`config.mk`:
```
export PLATFORM = sky130hd
export DESIGN_NAME = dcdc_voltage_mode_control
export DESIGN_NICKNAME = d
export VERILOG_FILES = /design/src/rtl/dcdc_voltage_mode_control.v
export VERILOG_INCLUDE_DIRS = /design/src /design/src/include
export SDC_FILE = /design/constraint.sdc
export NUM_CORES = 1
export LEC_CHECK = 0
export ABC_AREA = 1
export BUFFER_PORTS_ARGS = -buffer_cell sky130_fd_sc_hd__buf_4
export CORE_MARGIN = 2
export CORE_UTILIZATION = 52
export CTS_CLUSTER_DIAMETER = 80
export DETAILED_ROUTE_END_ITERATION = 10
export HOLD_SLACK_MARGIN = 0.02
export PLACE_DENSITY = 0.8
export REMOVE_ABC_BUFFERS = 1
export SLEW_MARGIN = 25
export SYNTH_ARGS = -nofsm -noshare
export SYNTH_HDL_FRONTEND = slang
export SYNTH_HIERARCHICAL = 1
export SYNTH_SLANG_ARGS = --single-unit
```
`constraint.sdc`:
```
create_clock -name clk_i -period 1.85 [get_ports clk_i]
set_input_delay 0.185 -clock clk_i [delete_from_list [all_inputs] [get_ports clk_i]]
set_output_delay 0.185 -clock clk_i [all_outputs]
set_load 0.1 [all_outputs]
```
`src/include/dcdc_ctrl_map.vh`:
```
// Register map, field positions and reset values for the converter control block
`ifndef DCDC_CTRL_MAP_VH
`define DCDC_CTRL_MAP_VH

// Register offsets (byte addresses on the register port)
`define OFS_ACTIVE_OPTIONS 8'hB1
`define OFS_LDO_OPTIONS 8'hB2
`define OFS_BUCK1_VOLTAGE 8'hB4
`define OFS_BUCK1_LOW_POWER 8'hB6
`define OFS_BOOST_CONTROL 8'hB7
`define OFS_BUCK3_VOLTAGE 8'hBA
`define OFS_BUCK3_LOW_POWER 8'hBC
`define OFS_BUCK4_VOLTAGE 8'hBD
`define OFS_BUCK4_LOW_POWER 8'hBF
`define OFS_ENABLE_CONTROL 8'hC0
`define OFS_SINK_CURRENT 8'hC1
`define OFS_STATUS 8'hC2

// Select bit positions inside the active and low-dropout option registers
`define POS_SEL_BUCK1 0
`define POS_SEL_BUCK3 2
`define POS_SEL_BUCK4 3

// Voltage control register fields
`define MSB_VOLTAGE_CODE 6
`define POS_FLOAT_SELECT 10

// Low-power control register fields
`define MSB_ALT_CODE 6
`define MSB_TRIGGER 9
`define LSB_TRIGGER 8
`define MSB_BEHAVIOUR 14
`define LSB_BEHAVIOUR 12

// Boost control register fields
`define POS_BOOST_MODE 14
`define MSB_RAMP 4
`define LSB_RAMP 3
`define MSB_FEEDBACK 1
`define LSB_FEEDBACK 0

// Enable control register fields
`define POS_EN_BUCK1 0
`define POS_EN_BOOST 1
`define POS_EN_BUCK3 2
`define POS_EN_BUCK4 3
`define POS_LOW_POWER_REG 8

// Codes
`define CODE_MAX_VOLTAGE 7'h66
`define MODE_STANDBY 2'h0
`define MODE_ACTIVE 2'h1
`define MODE_LDO 2'h2
`define FB_EXTERNAL 2'h0
`define FB_SINK 2'h1
`define FB_INTERNAL 2'h3
`define RAMP_UPTO_5V 2'h3

// Reset values
`define RST_VOLTAGE_CODE 7'h06
`define RST_ALT_CODE 7'h06
`define RST_BEHAVIOUR 3'h1
`define RST_TRIGGER 2'h0
`define RST_ACTIVE_SEL 1'h1
`define RST_LDO_SEL 1'h0
`define RST_RAMP 2'h1
`define RST_FEEDBACK 2'h0
`define RST_SINK_CURRENT 6'h00

`endif

```
`src/rtl/dcdc_voltage_mode_control.v`:
```
// Digital mode and voltage control for three buck converters and one boost converter
//
// Operation
// - Buck code is 0.85 V plus 25 mV steps
// - Buck codes above 0x66 clamp at 3.4 V
// - Alternate code, same encoding, resets to 1.0 V
// - Disabled buck discharges unless float bit set
// - No request or 000/001: normal selects; 001 alternate
// - Request 010/011 standby, 100/101 low-dropout
// - Request with 110/111 disables the converter
// - Request is low-power pin or triggered source
// - Same resolution per buck, gated by enable
// - Switch mode: pass switch follows boost enable
// - Feedback 00 uses external divider
// - Feedback 01 regulates LED sink current
// - Feedback 11 gives fixed 5 V internally
// - Current feedback in boost mode: external divider limits voltage
// - Ramp pair encodes four output ranges
// - Boost mode bit: 0 boost, 1 switch
//
// Chosen here: strobed register access.
`timescale 1ns/1ps
`include "dcdc_ctrl_map.vh"

// Per-converter mode and voltage resolution, registered outputs
module buck_resolve (
    input wire clk_i,
    input wire srst_i,
    input wire ce_i,
    input wire enable_i,
    input wire low_power_req_i,
    input wire [2:0] behaviour_i,
    input wire ldo_sel_i,
    input wire active_sel_i,
    input wire float_sel_i,
    input wire [6:0] voltage_code_i,
    input wire [6:0] alt_code_i,
    output reg regulate_o,
    output reg [1:0] mode_o,
    output reg [6:0] voltage_o,
    output reg discharge_o
);
    reg [1:0] next_mode;
    reg use_alt;
    reg lp_off;
    reg [6:0] chosen;

    // Mode and voltage choice from request and behaviour code
    always @* begin
        next_mode = ldo_sel_i ? `MODE_LDO : (active_sel_i ? `MODE_ACTIVE : `MODE_STANDBY);
        use_alt = 1'b0;
        lp_off = 1'b0;
        if (low_power_req_i) begin
            case (behaviour_i)
                3'h0: use_alt = 1'b0;
                3'h1: use_alt = 1'b1;
                3'h2: next_mode = `MODE_STANDBY;
                3'h3: begin
                    next_mode = `MODE_STANDBY;
                    use_alt = 1'b1;
                end
                3'h4: next_mode = `MODE_LDO;
                3'h5: begin
                    next_mode = `MODE_LDO;
                    use_alt = 1'b1;
                end
                default: lp_off = 1'b1;
            endcase
        end
        chosen = use_alt ? alt_code_i : voltage_code_i;
    end

    // Outputs follow settings each cycle, so code changes need no disable
    always @(posedge clk_i) begin
        if (srst_i) begin
            regulate_o <= 1'b0;
            mode_o <= `MODE_STANDBY;
            voltage_o <= 7'h00;
            discharge_o <= 1'b0;
        end else if (ce_i) begin
            regulate_o <= enable_i & ~lp_off;
            mode_o <= next_mode;
            // Codes past the top step add nothing
            voltage_o <= (chosen > `CODE_MAX_VOLTAGE) ? `CODE_MAX_VOLTAGE : chosen;
            discharge_o <= ~(enable_i & ~lp_off) & ~float_sel_i;
        end
    end
endmodule

module dcdc_voltage_mode_control (
    input wire clk_i,
    input wire srst_i,
    input wire ce_i,
    input wire [7:0] addr_i,
    input wire [15:0] wdata_i,
    input wire wr_i,
    input wire rd_i,
    output reg [15:0] rdata_o,
    input wire low_power_pin_i,
    input wire [2:0] low_power_line_i,
    output wire [2:0] buck_regulate_o,
    output wire [5:0] buck_mode_o,
    output wire [20:0] buck_voltage_o,
    output wire [2:0] buck_discharge_o,
    output reg boost_switch_closed_o,
    output reg boost_regulate_o,
    output reg [1:0] boost_feedback_o,
    output reg boost_ext_limit_o,
    output reg [1:0] boost_ramp_o,
    output reg [5:0] sink_current_o
);
    // Arbitrary power-up voltage code; real parts strap this
    parameter [6:0] VOLTAGE_RESET = `RST_VOLTAGE_CODE;

    // Buck settings, index 0/1/2 = converters 1/3/4
    reg [6:0] voltage_code [0:2];
    reg [6:0] alt_code [0:2];
    reg [2:0] float_sel;
    reg [2:0] behaviour [0:2];
    reg [1:0] trigger_sel [0:2];
    reg [2:0] active_sel;
    reg [2:0] ldo_sel;
    reg [2:0] buck_enable;
    reg low_power_reg;

    // Boost settings
    reg boost_enable;
    reg boost_mode;
    reg [1:0] ramp;
    reg [1:0] feedback;
    reg [5:0] sink_current;

    // Pin synchronisers: three stages, change taken when stages two and three agree
    reg [3:0] pin_s1;
    reg [3:0] pin_s2;
    reg [3:0] pin_s3;
    reg [3:0] pin_stable;
    wire [3:0] pins_now;
    wire [3:0] pins_agree;

    reg [2:0] low_power_req;
    reg [15:0] next_rdata;
    integer i, j;

    assign pins_now = {low_power_line_i, low_power_pin_i};
    assign pins_agree = ~(pin_s2 ^ pin_s3);

    // Asynchronous pins cross here; stage one feeds only stage two
    always @(posedge clk_i) begin
        if (srst_i) begin
            pin_s1 <= 4'h0;
            pin_s2 <= 4'h0;
            pin_s3 <= 4'h0;
            pin_stable <= 4'h0;
        end else if (ce_i) begin
            pin_s1 <= pins_now;
            pin_s2 <= pin_s1;
            pin_s3 <= pin_s2;
            pin_stable <= (pin_s2 & pins_agree) | (pin_stable & ~pins_agree);
        end
    end

    // Low-power request per converter: global pin or selected source
    always @* begin
        for (i = 0; i < 3; i = i + 1) begin
            case (trigger_sel[i])
                2'h0: low_power_req[i] = pin_stable[0] | low_power_reg;
                2'h1: low_power_req[i] = pin_stable[0] | pin_stable[1];
                2'h2: low_power_req[i] = pin_stable[0] | pin_stable[2];
                default: low_power_req[i] = pin_stable[0] | pin_stable[3];
            endcase
        end
    end

    // Register writes; every field holds what was last written
    always @(posedge clk_i) begin
        if (srst_i) begin
            for (j = 0; j < 3; j = j + 1) begin
                voltage_code[j] <= VOLTAGE_RESET;
                alt_code[j] <= `RST_ALT_CODE;
                behaviour[j] <= `RST_BEHAVIOUR;
                trigger_sel[j] <= `RST_TRIGGER;
            end
            float_sel <= 3'h0;
            active_sel <= {3{`RST_ACTIVE_SEL}};
            ldo_sel <= {3{`RST_LDO_SEL}};
            buck_enable <= 3'h0;
            low_power_reg <= 1'b0;
            boost_enable <= 1'b0;
            boost_mode <= 1'b0;
            ramp <= `RST_RAMP;
            feedback <= `RST_FEEDBACK;
            sink_current <= `RST_SINK_CURRENT;
        end else if (ce_i && wr_i) begin
            case (addr_i)
                `OFS_ACTIVE_OPTIONS: begin
                    active_sel <= {wdata_i[`POS_SEL_BUCK4], wdata_i[`POS_SEL_BUCK3], wdata_i[`POS_SEL_BUCK1]};
                end
                `OFS_LDO_OPTIONS: begin
                    ldo_sel <= {wdata_i[`POS_SEL_BUCK4], wdata_i[`POS_SEL_BUCK3], wdata_i[`POS_SEL_BUCK1]};
                end
                `OFS_BUCK1_VOLTAGE: begin
                    voltage_code[0] <= wdata_i[`MSB_VOLTAGE_CODE:0];
                    float_sel[0] <= wdata_i[`POS_FLOAT_SELECT];
                end
                `OFS_BUCK3_VOLTAGE: begin
                    voltage_code[1] <= wdata_i[`MSB_VOLTAGE_CODE:0];
                    float_sel[1] <= wdata_i[`POS_FLOAT_SELECT];
                end
                `OFS_BUCK4_VOLTAGE: begin
                    voltage_code[2] <= wdata_i[`MSB_VOLTAGE_CODE:0];
                    float_sel[2] <= wdata_i[`POS_FLOAT_SELECT];
                end
                `OFS_BUCK1_LOW_POWER: begin
                    alt_code[0] <= wdata_i[`MSB_ALT_CODE:0];
                    trigger_sel[0] <= wdata_i[`MSB_TRIGGER:`LSB_TRIGGER];
                    behaviour[0] <= wdata_i[`MSB_BEHAVIOUR:`LSB_BEHAVIOUR];
                end
                `OFS_BUCK3_LOW_POWER: begin
                    alt_code[1] <= wdata_i[`MSB_ALT_CODE:0];
                    trigger_sel[1] <= wdata_i[`MSB_TRIGGER:`LSB_TRIGGER];
                    behaviour[1] <= wdata_i[`MSB_BEHAVIOUR:`LSB_BEHAVIOUR];
                end
                `OFS_BUCK4_LOW_POWER: begin
                    alt_code[2] <= wdata_i[`MSB_ALT_CODE:0];
                    trigger_sel[2] <= wdata_i[`MSB_TRIGGER:`LSB_TRIGGER];
                    behaviour[2] <= wdata_i[`MSB_BEHAVIOUR:`LSB_BEHAVIOUR];
                end
                `OFS_BOOST_CONTROL: begin
                    boost_mode <= wdata_i[`POS_BOOST_MODE];
                    ramp <= wdata_i[`MSB_RAMP:`LSB_RAMP];
                    feedback <= wdata_i[`MSB_FEEDBACK:`LSB_FEEDBACK];
                end
                `OFS_ENABLE_CONTROL: begin
                    buck_enable <= {wdata_i[`POS_EN_BUCK4], wdata_i[`POS_EN_BUCK3], wdata_i[`POS_EN_BUCK1]};
                    boost_enable <= wdata_i[`POS_EN_BOOST];
                    low_power_reg <= wdata_i[`POS_LOW_POWER_REG];
                end
                `OFS_SINK_CURRENT: begin
                    sink_current <= wdata_i[5:0];
                end
                default: begin
                    sink_current <= sink_current;
                end
            endcase
        end
    end

    // Identical resolution for each buck converter
    genvar g;
    generate
        for (g = 0; g < 3; g = g + 1) begin : bucks
            buck_resolve u_resolve (
                .clk_i(clk_i),
                .srst_i(srst_i),
                .ce_i(ce_i),
                .enable_i(buck_enable[g]),
                .low_power_req_i(low_power_req[g]),
                .behaviour_i(behaviour[g]),
                .ldo_sel_i(ldo_sel[g]),
                .active_sel_i(active_sel[g]),
                .float_sel_i(float_sel[g]),
                .voltage_code_i(voltage_code[g]),
                .alt_code_i(alt_code[g]),
                .regulate_o(buck_regulate_o[g]),
                .mode_o(buck_mode_o[2*g+1:2*g]),
                .voltage_o(buck_voltage_o[7*g+6:7*g]),
                .discharge_o(buck_discharge_o[g])
            );
        end
    endgenerate

    // Boost converter control; ramp is software's to match, except fixed 5 V output
    always @(posedge clk_i) begin
        if (srst_i) begin
            boost_switch_closed_o <= 1'b0;
            boost_regulate_o <= 1'b0;
            boost_feedback_o <= `FB_EXTERNAL;
            boost_ext_limit_o <= 1'b0;
            boost_ramp_o <= `RST_RAMP;
            sink_current_o <= `RST_SINK_CURRENT;
        end else if (ce_i) begin
            boost_switch_closed_o <= boost_mode & boost_enable;
            boost_regulate_o <= ~boost_mode & boost_enable;
            boost_feedback_o <= feedback;
            boost_ext_limit_o <= ~boost_mode & (feedback == `FB_SINK);
            boost_ramp_o <= (feedback == `FB_INTERNAL) ? `RAMP_UPTO_5V : ramp;
            sink_current_o <= sink_current;
        end
    end

    // Read multiplexer; unmapped offsets read zero
    always @* begin
        next_rdata = 16'h0000;
        case (addr_i)
            `OFS_ACTIVE_OPTIONS: begin
                next_rdata[`POS_SEL_BUCK1] = active_sel[0];
                next_rdata[`POS_SEL_BUCK3] = active_sel[1];
                next_rdata[`POS_SEL_BUCK4] = active_sel[2];
            end
            `OFS_LDO_OPTIONS: begin
                next_rdata[`POS_SEL_BUCK1] = ldo_sel[0];
                next_rdata[`POS_SEL_BUCK3] = ldo_sel[1];
                next_rdata[`POS_SEL_BUCK4] = ldo_sel[2];
            end
            `OFS_BUCK1_VOLTAGE: begin
                next_rdata[`MSB_VOLTAGE_CODE:0] = voltage_code[0];
                next_rdata[`POS_FLOAT_SELECT] = float_sel[0];
            end
            `OFS_BUCK3_VOLTAGE: begin
                next_rdata[`MSB_VOLTAGE_CODE:0] = voltage_code[1];
                next_rdata[`POS_FLOAT_SELECT] = float_sel[1];
            end
            `OFS_BUCK4_VOLTAGE: begin
                next_rdata[`MSB_VOLTAGE_CODE:0] = voltage_code[2];
                next_rdata[`POS_FLOAT_SELECT] = float_sel[2];
            end
            `OFS_BUCK1_LOW_POWER: begin
                next_rdata[`MSB_ALT_CODE:0] = alt_code[0];
                next_rdata[`MSB_TRIGGER:`LSB_TRIGGER] = trigger_sel[0];
                next_rdata[`MSB_BEHAVIOUR:`LSB_BEHAVIOUR] = behaviour[0];
            end
            `OFS_BUCK3_LOW_POWER: begin
                next_rdata[`MSB_ALT_CODE:0] = alt_code[1];
                next_rdata[`MSB_TRIGGER:`LSB_TRIGGER] = trigger_sel[1];
                next_rdata[`MSB_BEHAVIOUR:`LSB_BEHAVIOUR] = behaviour[1];
            end
            `OFS_BUCK4_LOW_POWER: begin
                next_rdata[`MSB_ALT_CODE:0] = alt_code[2];
                next_rdata[`MSB_TRIGGER:`LSB_TRIGGER] = trigger_sel[2];
                next_rdata[`MSB_BEHAVIOUR:`LSB_BEHAVIOUR] = behaviour[2];
            end
            `OFS_BOOST_CONTROL: begin
                next_rdata[`POS_BOOST_MODE] = boost_mode;
                next_rdata[`MSB_RAMP:`LSB_RAMP] = ramp;
                next_rdata[`MSB_FEEDBACK:`LSB_FEEDBACK] = feedback;
            end
            `OFS_ENABLE_CONTROL: begin
                next_rdata[`POS_EN_BUCK1] = buck_enable[0];
                next_rdata[`POS_EN_BOOST] = boost_enable;
                next_rdata[`POS_EN_BUCK3] = buck_enable[1];
                next_rdata[`POS_EN_BUCK4] = buck_enable[2];
                next_rdata[`POS_LOW_POWER_REG] = low_power_reg;
            end
            `OFS_SINK_CURRENT: begin
                next_rdata[5:0] = sink_current;
            end
            // Live state: regulate flags, requests, boost switch state
            `OFS_STATUS: begin
                next_rdata[2:0] = buck_regulate_o;
                next_rdata[5:3] = low_power_req;
                next_rdata[6] = boost_switch_closed_o;
                next_rdata[7] = boost_regulate_o;
                next_rdata[13:8] = buck_mode_o;
            end
            default: begin
                next_rdata = 16'h0000;
            end
        endcase
    end

    // Read data stands only in the cycle after the strobe
    always @(posedge clk_i) begin
        if (srst_i) begin
            rdata_o <= 16'h0000;
        end else if (ce_i) begin
            rdata_o <= rd_i ? next_rdata : 16'h0000;
        end
    end
endmodule

```
==> impl_results.md, run 1 <==
* Synth cell types at 32
* TritonCTS clock tree: built
* Clk sinks at approximately 160
* PD cells at 932.0 mW/mm2
* Ys Warns at 6
* Total congestion overflow at 0
* Biggest regs: alt_code (21), bucks.u_resolve/voltage_o (21), voltage_code (21)
* Clock share of power at 0.415
* Crit start category: flip-flop
* Post-DRT Antenna Nets at 0
* Initial DRC Count at 769
* Largest net degree at the start of global routing at 76
* Final Setup Violations at 3
* Max clock buf depth at 2
* Vias in the first global route at 6,385
* Layout area overhead at 27.99%
* Root Buffer: clkbuf_16
* Int Pwr at 6.213 mW
* CP Data Required Time at 2.22 ns
* Critical path's largest stage delay at about 0.42 ns
* FP Rows at 43
* First-pass GRT wire length at between 30,000 and 40,000 um
* CTS clk-pin slew, worst paths at 0.07 ns
* Most Crowded Layer GR: met2
* Worst R2R Setup Slack at -0.02 ns
* Mapped Cells at 916
* Initial antenna violation count at 0
* Pleak at 4.168 nW
* Layout Nets at ~1,100
* Vias/cell at 5.589
* Netlist Area Pre-Place at around 0.0074 mm2
* Synth area leader: dfxtp_1
* Grt met2 use at 0.4724
* Max Fclk at 535.6 MHz
* Fin Hold WS at 0.04020 ns
* Top delay family on crit path: simple AND/OR/NAND/NOR gates
* Synth area leaders: dfxtp_1 (28%), edfxtp_1 (23%), nand2_1 (10%)
* Share of the synthesized area in the top cell type at 0.2770
* Post-DP HPWL at 16,060 um
* Ant diodes at 0
* Area of the die at 0.01514 mm2
* Avg Inst Size Synth at just over 8 um2
* Layout cell share with drive strength beyond 1 at 0.2530
* Finished Layout Cells at 1,251
* Share of power burned in registers at 0.441
* Wirelength per Cell at 17.56 um
* Status: finished with violations
* Async set-reset flop share out of synthesis at 0
* EDFF count, synth at 57
* Initial Util at 0.5310
* NetSw at between 2 and 3 mW
* Count leader, synth: nand2_1
* Slowest CP cell: dfxtp_4
* Sequential fraction of the synthesis area at 0.5093
* Most frequent cells after synthesis: nand2_1 (205), dfxtp_1 (102), nand3_1 (96)
* Final setup margin at -0.01712 ns
* CP Cell Sequence: nor2_4 -> a21oi_1 -> o21ai_1 -> nand2_1 -> nand2_2 -> clkinv_4 -> nand2_4 -> o21ai_1 -> nor2_2 -> nand2_2 -> nand2_1 -> a21oi_2
* Clk Latency, worst-skew pair at around 0.43 ns
* Critical Path AT at 2.24 ns
* Sw frac at 0.2934
* Comb power frac at 0.144
* H-tree levels at 4
* Relative slew margins at 0.6370
* Total wire length at 21,960 um
* Die width at 123.1 um
* Count of final hold-check violations at 0
* Crit path max fanout at 7
* Least-Margin Pin Slew at 0.5438 ns
* Prevailing post-synth register cell: dfxtp_1
* DRC violations left at 0
* Part of the cycle the worst path needs at 1.009
* Clock period minus worst slack at 1.867 ns
* Routed vias at 6,992
* Detailed Routing Iterations Pass 1 at 6
* RePlAce Congestion at roughly 0.98
* Core area at 0.01388 mm2
* Slew Limit Fails at 0
* Max-cap violations at 0
* Failing checks: setup timing
* Crit end category: flip-flop
* Synth Register Bits at 159
* CTS buffer count at 17
* Met1 Usage GRT at 0.3811
* Port buffer count at 90
* Hold crit path type: in2reg
* Dpl cells at 1,207
* Io pins at 95
* WP buf/inv at 1
* Final Util at 0.6796
* Final Skew at 0.01127 ns
* GRT Total Usage at 0.2970
* Grt met3 use at 0.07472
* Worst Path Class, Setup: reg2reg
* Peak supply drop at 0.6755 mV
* Die Ht at 123.1 um
-- cell families after synthesis --
group,after synthesis,share of synthesized area
DFF,159,0.5093
and+or+nand+nor,443,0.2770
AOI/OAI and AO/OA,193,0.1375
buffers and inverters,114,0.06552
adders and majority gates,6,0.01018
other,1,0.0005088
-- layout by cell type, fill, tap and decap left out, types with 9 or more instances in the layout --
master,netlist,layout
nand2_2,18,29
a21oi_1,91,88
nor2_1,86,83
buf_4,7,140
o211ai_1,12,12
nand2_4,6,11
inv_1,72,69
edfxtp_1,57,57
nand3_1,96,92
nor2_2,9,9
nand2_1,205,190
nor2_4,7,10
dfxtp_1,102,100
o21ai_0,75,72
clkbuf_16,0,18
-- tightest hold or removal path: stages --
cell and delay (ns):
buf_4 0.12, nand2_1 0.06, o22ai_1 0.06
-- path summary, 6_finish.rpt --
| check | start | to | depth (start not counted) |
|---|---|---|---|
| max reg2reg | flip-flop | bucks[1].u_resolve/voltage_o[4]$_SDFFE_PP0P_ | 12 |
| min | wdata_i[10] | float_sel[0]$_SDFFE_PP0P_ | 3 |
| min reg2reg | ldo_sel[1]$_SDFFE_PP0P_ | ldo_sel[1]$_SDFFE_PP0P_ | 2 |
| max | flip-flop | bucks[1].u_resolve/voltage_o[4]$_SDFFE_PP0P_ | 12 |
-- layer usage --
metal / wire length [um] / vias up
li1: - / 3354
met1: 9036 / 3206
met2: 10160 / 360
met3: 1868 / 72
met4: 894 / 0
met5: 0 / -
-- cell type report --
class,instances,area [um2]
sequential,159,3759
multi-input combinational,645,3296
tap,180,225.2
clock buffer,18,450.4
clock inverter,14,166.4
timing repair buffer,152,1204
inverter,83,334.1
fill,1128,4447
-- what timing repair did --
item | 4_1_cts | 5_1_grt
endpoints found under the setup margin | 5 | 14
resized for setup | 5 | 46
buffers inserted | 0 | 3
hold endpoints to repair | 7 | 0
gates cloned | 0 | 2
hold buffers | 7 | 0
pin swaps | 0 | 17
-- per-stage QoR --
| step | power [mW] | setup TNS (ns) | worst slack [ns] | cell area [um2] |
|---|---|---|---|---|
| finish | 8.792 | -0.02740 | -0.01712 | 9434 |
| global route | 9.057 | -0.4175 | -0.08216 | 9434 |
| CTS | 8.760 | 0 | 0.01543 | 9244 |
| detailed placement | 5.142 | 0 | 0.01131 | 8543 |
| global placement | 5.127 | 0 | 0.06086 | 8543 |
| floorplan | 4.739 | -30.74 | -0.7371 | 7214 |
-- power by group through the flow --
stage / registers, mW / logic, mW / clock network, mW
final: 3.88 / 1.26 / 3.65
after global routing: 3.89 / 1.34 / 3.83
after CTS: 3.87 / 1.22 / 3.67
after detailed placement: 3.95 / 1.20 / 0
after global placement: 3.94 / 1.19 / 0
after floorplan: 4.37 / 0.371 / 0
Power figures use the tool's default switching activity.
==> run 2: changes to the inputs <==
Settings changed: CORE_UTILIZATION 52 to 42, PLACE_DENSITY 0.8 to 0.67.
==> impl_results.md, run 2 (synthesis results as in run 1) <==
* RePlAce Congestion at 0.9589
* Initial antenna violation count at 0
* Ant diodes at 0
* PD cells at 929.7 mW/mm2
* Share of power burned in registers at 0.443
* Max Fclk at 559.1 MHz
* Post-DP HPWL at 16,930 um
* Slew Limit Fails at 0
* TritonCTS clock tree: built
* Crit end category: flip-flop
* Placed Area at 0.008564 mm2
* Clk sinks at 159
* Port buffer count at 90
* Dpl cells at 1,249
* Slowest CP cell: dfxtp_1
* Final Setup Violations at 0
* Core area at ~0.017 mm2
* Die Ht at approximately 140 um
* Commonest non-fill, non-tap cell in the layout: nand2_1
* Status: completed
* Initial DRC Count at 574
* Critical path's largest stage delay at 0.43 ns
* Crit start category: flip-flop
* DRC violations left at 0
* Post-DRT Antenna Nets at 0
* Hold crit path type: in2reg
* Pleak at 4.137 nW
* Finished Layout Cells at 1,294
* Setup tns final at 0 ns
* Initial Util at 0.4276
* Layout area overhead at 27.70%
* Total congestion overflow at 0
* Int Pwr at 6.150 mW
* Wirelength per Cell at 17.31 um
* Io pins at 95
* Clock share of power at 0.414
* CTS buffer count at 17
* First-pass GRT wire length at 34,360 um
* Final Power at 8.751 mW
* Clk Latency, worst-skew pair at 0.44 ns
* Critical Path AT at 2.16 ns
* CP Cell Sequence: nor2_4 -> nand2_1 -> o21ai_1 -> o21ai_1 -> buf_4 -> nand2_4 -> clkinv_8 -> nand2_8 -> nand2_4 -> nand2_2 -> nor2_2 -> nand2_2 -> nand2_4 -> nand2_2 -> a21oi_1
* Wire length on met1 at 9559 um
* Worst Path Class, Setup: reg2reg
* CP Data Required Time at ~2.2 ns
* Met2 WL at 10,590 um
* Comb power frac at 0.144
* Largest net degree at the start of global routing at 50
* Sw frac at 0.2972
* CTS clk-pin slew, worst paths at 0.07 ns
* Clock period minus worst slack at roughly 1.8 ns
* Vias/cell at 5.276
* Total wire length at 22,400 um
* Part of the cycle the worst path needs at 0.9668
* Max clock buf depth at 2
* GRT Total Usage at 0.2481
* Area of the die at 0.01863 mm2
* Routed met3 length at 1689 um
* Peak supply drop at 0.6509 mV
* Most frequent cells in the layout: nand2_1 (196), buf_4 (140), dfxtp_1 (101)
* Vias in the first global route at 6,245
* Die width at around 140 um
* Top sig layer: met4
* Detailed Routing Iterations Pass 1 at 5
* Routed vias at 6,827
* Final Skew at 0.01071 ns
* Root Buffer: clkbuf_16
* Layout Nets at 1,095
* Max-cap violations at 0
* Count of final hold-check violations at 0
* Final instance area at 0.009413 mm2
* Biggest regs: alt_code (21), bucks.u_resolve/voltage_o (21), voltage_code (21)
* Layout cell share with drive strength beyond 1 at 0.2404
* Crit path max fanout at 7
* FP Rows at 48
* H-tree levels at 4
* NetSw at around 2.6 mW
==> run 2: cell count changes in the layout (fill, tap and decap cells not counted), moves of 2 or more <==
cell     previous run  this run
inv_6               4         8
buf_6               2         0
nand2_2            29        24
o21ai_2             5         2
inv_8               3         1
nand2_1           190       196
o21ai_1             5         8
==> run 2: repair_timing <==
item | CTS | global route
setup buffers | 0 | 3
pin swaps | 0 | 15
hold endpoints to repair | 8 | 0
endpoints found under the setup margin | 3 | 17
gates resized for setup | 2 | 35
cloned | 0 | 2
hold buffers | 8 | 0
==> run 2: cell type report <==
type | instances | area, um2
fillers | 1597 | 7824
flip-flops and latches | 159 | 3757
multi-input cells | 645 | 3259
repair buffers | 150 | 1171
clock buffers | 19 | 475.5
inverters | 83 | 334.1
well taps | 225 | 281.5
clock inverters | 13 | 133.9
==> run 2: layer usage <==
layer	up-vias	GRT usage
met2	264	0.3928
met5	-	0
met1	3185	0.3260
met3	37	0.06301
met4	0	0.09491
li1	3341	-
==> run 2: metrics by stage <==
stage               utilization  setup WS, ns  hold WS (ns)
global route             0.5461      -0.02785       0.04522
floorplan                     -       -0.7371        0.2541
global placement         0.4969       0.02190        0.4058
finish                   0.5461       0.06143       0.03942
CTS                      0.5371      0.009702       0.02747
detailed placement       0.4969      -0.02051        0.4126
==> run 2: power by group through the flow <==
stage / clock (mW) / combinational (mW) / sequential (mW)
detailed placement: 0 / 1.21 / 3.95
finish: 3.62 / 1.26 / 3.87
floorplan: 0 / 0.371 / 4.37
global placement: 0 / 1.20 / 3.94
global route: 3.81 / 1.34 / 3.89
CTS: 3.66 / 1.22 / 3.87
==> run 2: worst paths after layout <==
kind / from / to / slack, ns / depth (start not counted)
max: low_power_reg$_SDFFE_PP0P_ / bucks[2].u_resolve/voltage_o[3]$_SDFFE_PP0P_ / 0.06 / 15
max reg2reg: low_power_reg$_SDFFE_PP0P_ / bucks[2].u_resolve/voltage_o[3]$_SDFFE_PP0P_ / 0.06 / 15
min: wdata_i[10] / float_sel[0]$_SDFFE_PP0P_ / 0.04 / 3
min reg2reg: pin_s3[3]$_SDFFE_PP0P_ / flip-flop / 0.46 / 2
==> run 2: critical path, delay by kind of cell (launching register included) <==
kind	cells	cell delay [ns]
AOI/OAI and AO/OA	3	0.35
and+or+nand+nor	10	0.69
buffers and inverters	2	0.23
DFF	1	0.43
==> run 3: changes to the inputs <==
Settings changed: CORE_MARGIN 2 to unset.
==> impl_results.md, run 3 (synthesis results as in run 1) <==
* Final Setup Violations at 0
* Setup tns final at 0 ns
* Layout area overhead at 26.41%
* Total congestion overflow at 0
* Final instance area at 0.009318 mm2
* Wirelength per Cell at 16.97 um
* Final Skew at 0.01131 ns
* Clk Latency, worst-skew pair at 0.44 ns
* Biggest regs: alt_code (21), bucks.u_resolve/voltage_o (21), voltage_code (21)
* Fill count at about 1,600
* Die Ht at between 100 and 150 um
* First-pass GRT wire length at 34,080 um
* PD cells at 918.6 mW/mm2
* Die width at between 100 and 150 um
* Critical Path AT at 2.10 ns
* Initial Util at 0.4276
* Place WS at about 0.018 ns
* Final Util at 0.5406
* Hold crit path type: in2reg
* Core area at 0.01724 mm2
* FP Rows at 48
* Clock period minus worst slack at 1.767 ns
* Most frequent cells in the layout: nand2_1 (197), buf_4 (137), dfxtp_1 (100)
* Ant diodes at 0
* Dpl cells at ~1,200
* Part of the cycle the worst path needs at 0.9550
* CTS buffer count at 17
* Pleak at 4.106 nW
* Max Fclk at 566.0 MHz
* H-tree levels at 4
* Sequential Area at 0.003759 mm2
* Vias in the first global route at approximately 6,300
* Post-DRT Antenna Nets at 0
* Post-DP HPWL at 16,710 um
* Layout cell share with drive strength beyond 1 at 0.2362
* Crit end category: flip-flop
* GRT Total Usage at 0.2533
* Worst R2R Setup Slack at 0.08 ns
* Routed vias at 6,790
* Final setup margin at 0.08329 ns
* Fin Hold WS at 0.03368 ns
* Multi-input gate area at 0.003214 mm2
* Max-cap violations at 0
* Total wire length at between 20,000 and 25,000 um
* RePlAce Congestion at 0.9794
* Crit start category: flip-flop
* Worst Path Class, Setup: reg2reg
* Commonest non-fill, non-tap cell in the layout: nand2_1
* Largest net degree at the start of global routing at 34
* Placed Area at between 0.008 and 0.009 mm2
* Vias/cell at 5.255
* Final Power at between 8 and 9 mW
* TritonCTS clock tree: built
* Status: completed
* Count of final hold-check violations at 0
* Layout Nets at 1,093
* CTS clk-pin slew, worst paths at 0.07 ns
* Detailed Routing Iterations Pass 1 at 5
* CP Data Required Time at 2.18 ns
* DRC violations left at 0
* Initial antenna violation count at 0
* Crit path max fanout at 7
* Peak supply drop at 0.7144 mV
* Finished Layout Cells at 1,292
* Clk sinks at 159
* Initial DRC Count at 658
* Slew Limit Fails at 0
* Max clock buf depth at 2
* Port buffer count at 90
* Io pins at 95
* Area of the die at 0.01808 mm2
* Root Buffer: clkbuf_16
-- run 3: final cells by class --
| type | instances | share of cell area |
|---|---|---|
| sequential | 159 | 0.4034 |
| multi-input combinational | 645 | 0.3450 |
| timing repair buffer | 148 | 0.1254 |
| clock buffer | 17 | 0.04566 |
| inverter | 83 | 0.03505 |
| tap | 225 | 0.03021 |
| clock inverter | 15 | 0.01531 |
-- run 3: power by group --
part / switching [mW] / internal, mW
sequential: 0.111 / 3.76
clock: 1.64 / 1.80
combinational: 0.915 / 0.329
-- run 3: critical path, stage by stage, from the launching register on --
cell	delay [ns]
dfxtp_4	0.38
nor2_2	0.15
nand2_1	0.06
nand3_1	0.06
o21ai_1	0.07
buf_4	0.15
nand2_4	0.06
clkinv_4	0.09
nand2_8	0.10
nand2_1	0.07
nand2_2	0.09
nand3_2	0.07
nand2_1	0.07
nand2_2	0.09
nand2_1	0.07
a21oi_1	0.06
-- run 3: layer usage --
layer,vias up,wire [um],GRT usage
li1,3338,-,-
met1,3129,9393,0.3307
met2,277,10150,0.3990
met3,46,1603,0.05330
met4,0,776,0.1255
met5,-,0,0
-- run 3: repair_timing --
action / in CTS / in global routing
endpoints found under the hold margin: 8 / 0
setup endpoints to repair: 0 / 22
setup buffers: 0 / 1
hold buffers: 8 / 0
gates resized for setup: 0 / 28
-- run 3: final timing paths --
path / from / endpoint / cells past startpoint
worst max-delay path: flip-flop / bucks[2].u_resolve/voltage_o[4]$_SDFFE_PP0P_ / 15
worst min-delay path: wdata_i[1] / sink_current[1]$_SDFFE_PP0P_ / 3
worst max register to register: flip-flop / bucks[2].u_resolve/voltage_o[4]$_SDFFE_PP0P_ / 15
worst min register to register: pin_s3[2]$_SDFFE_PP0P_ / flip-flop / 2
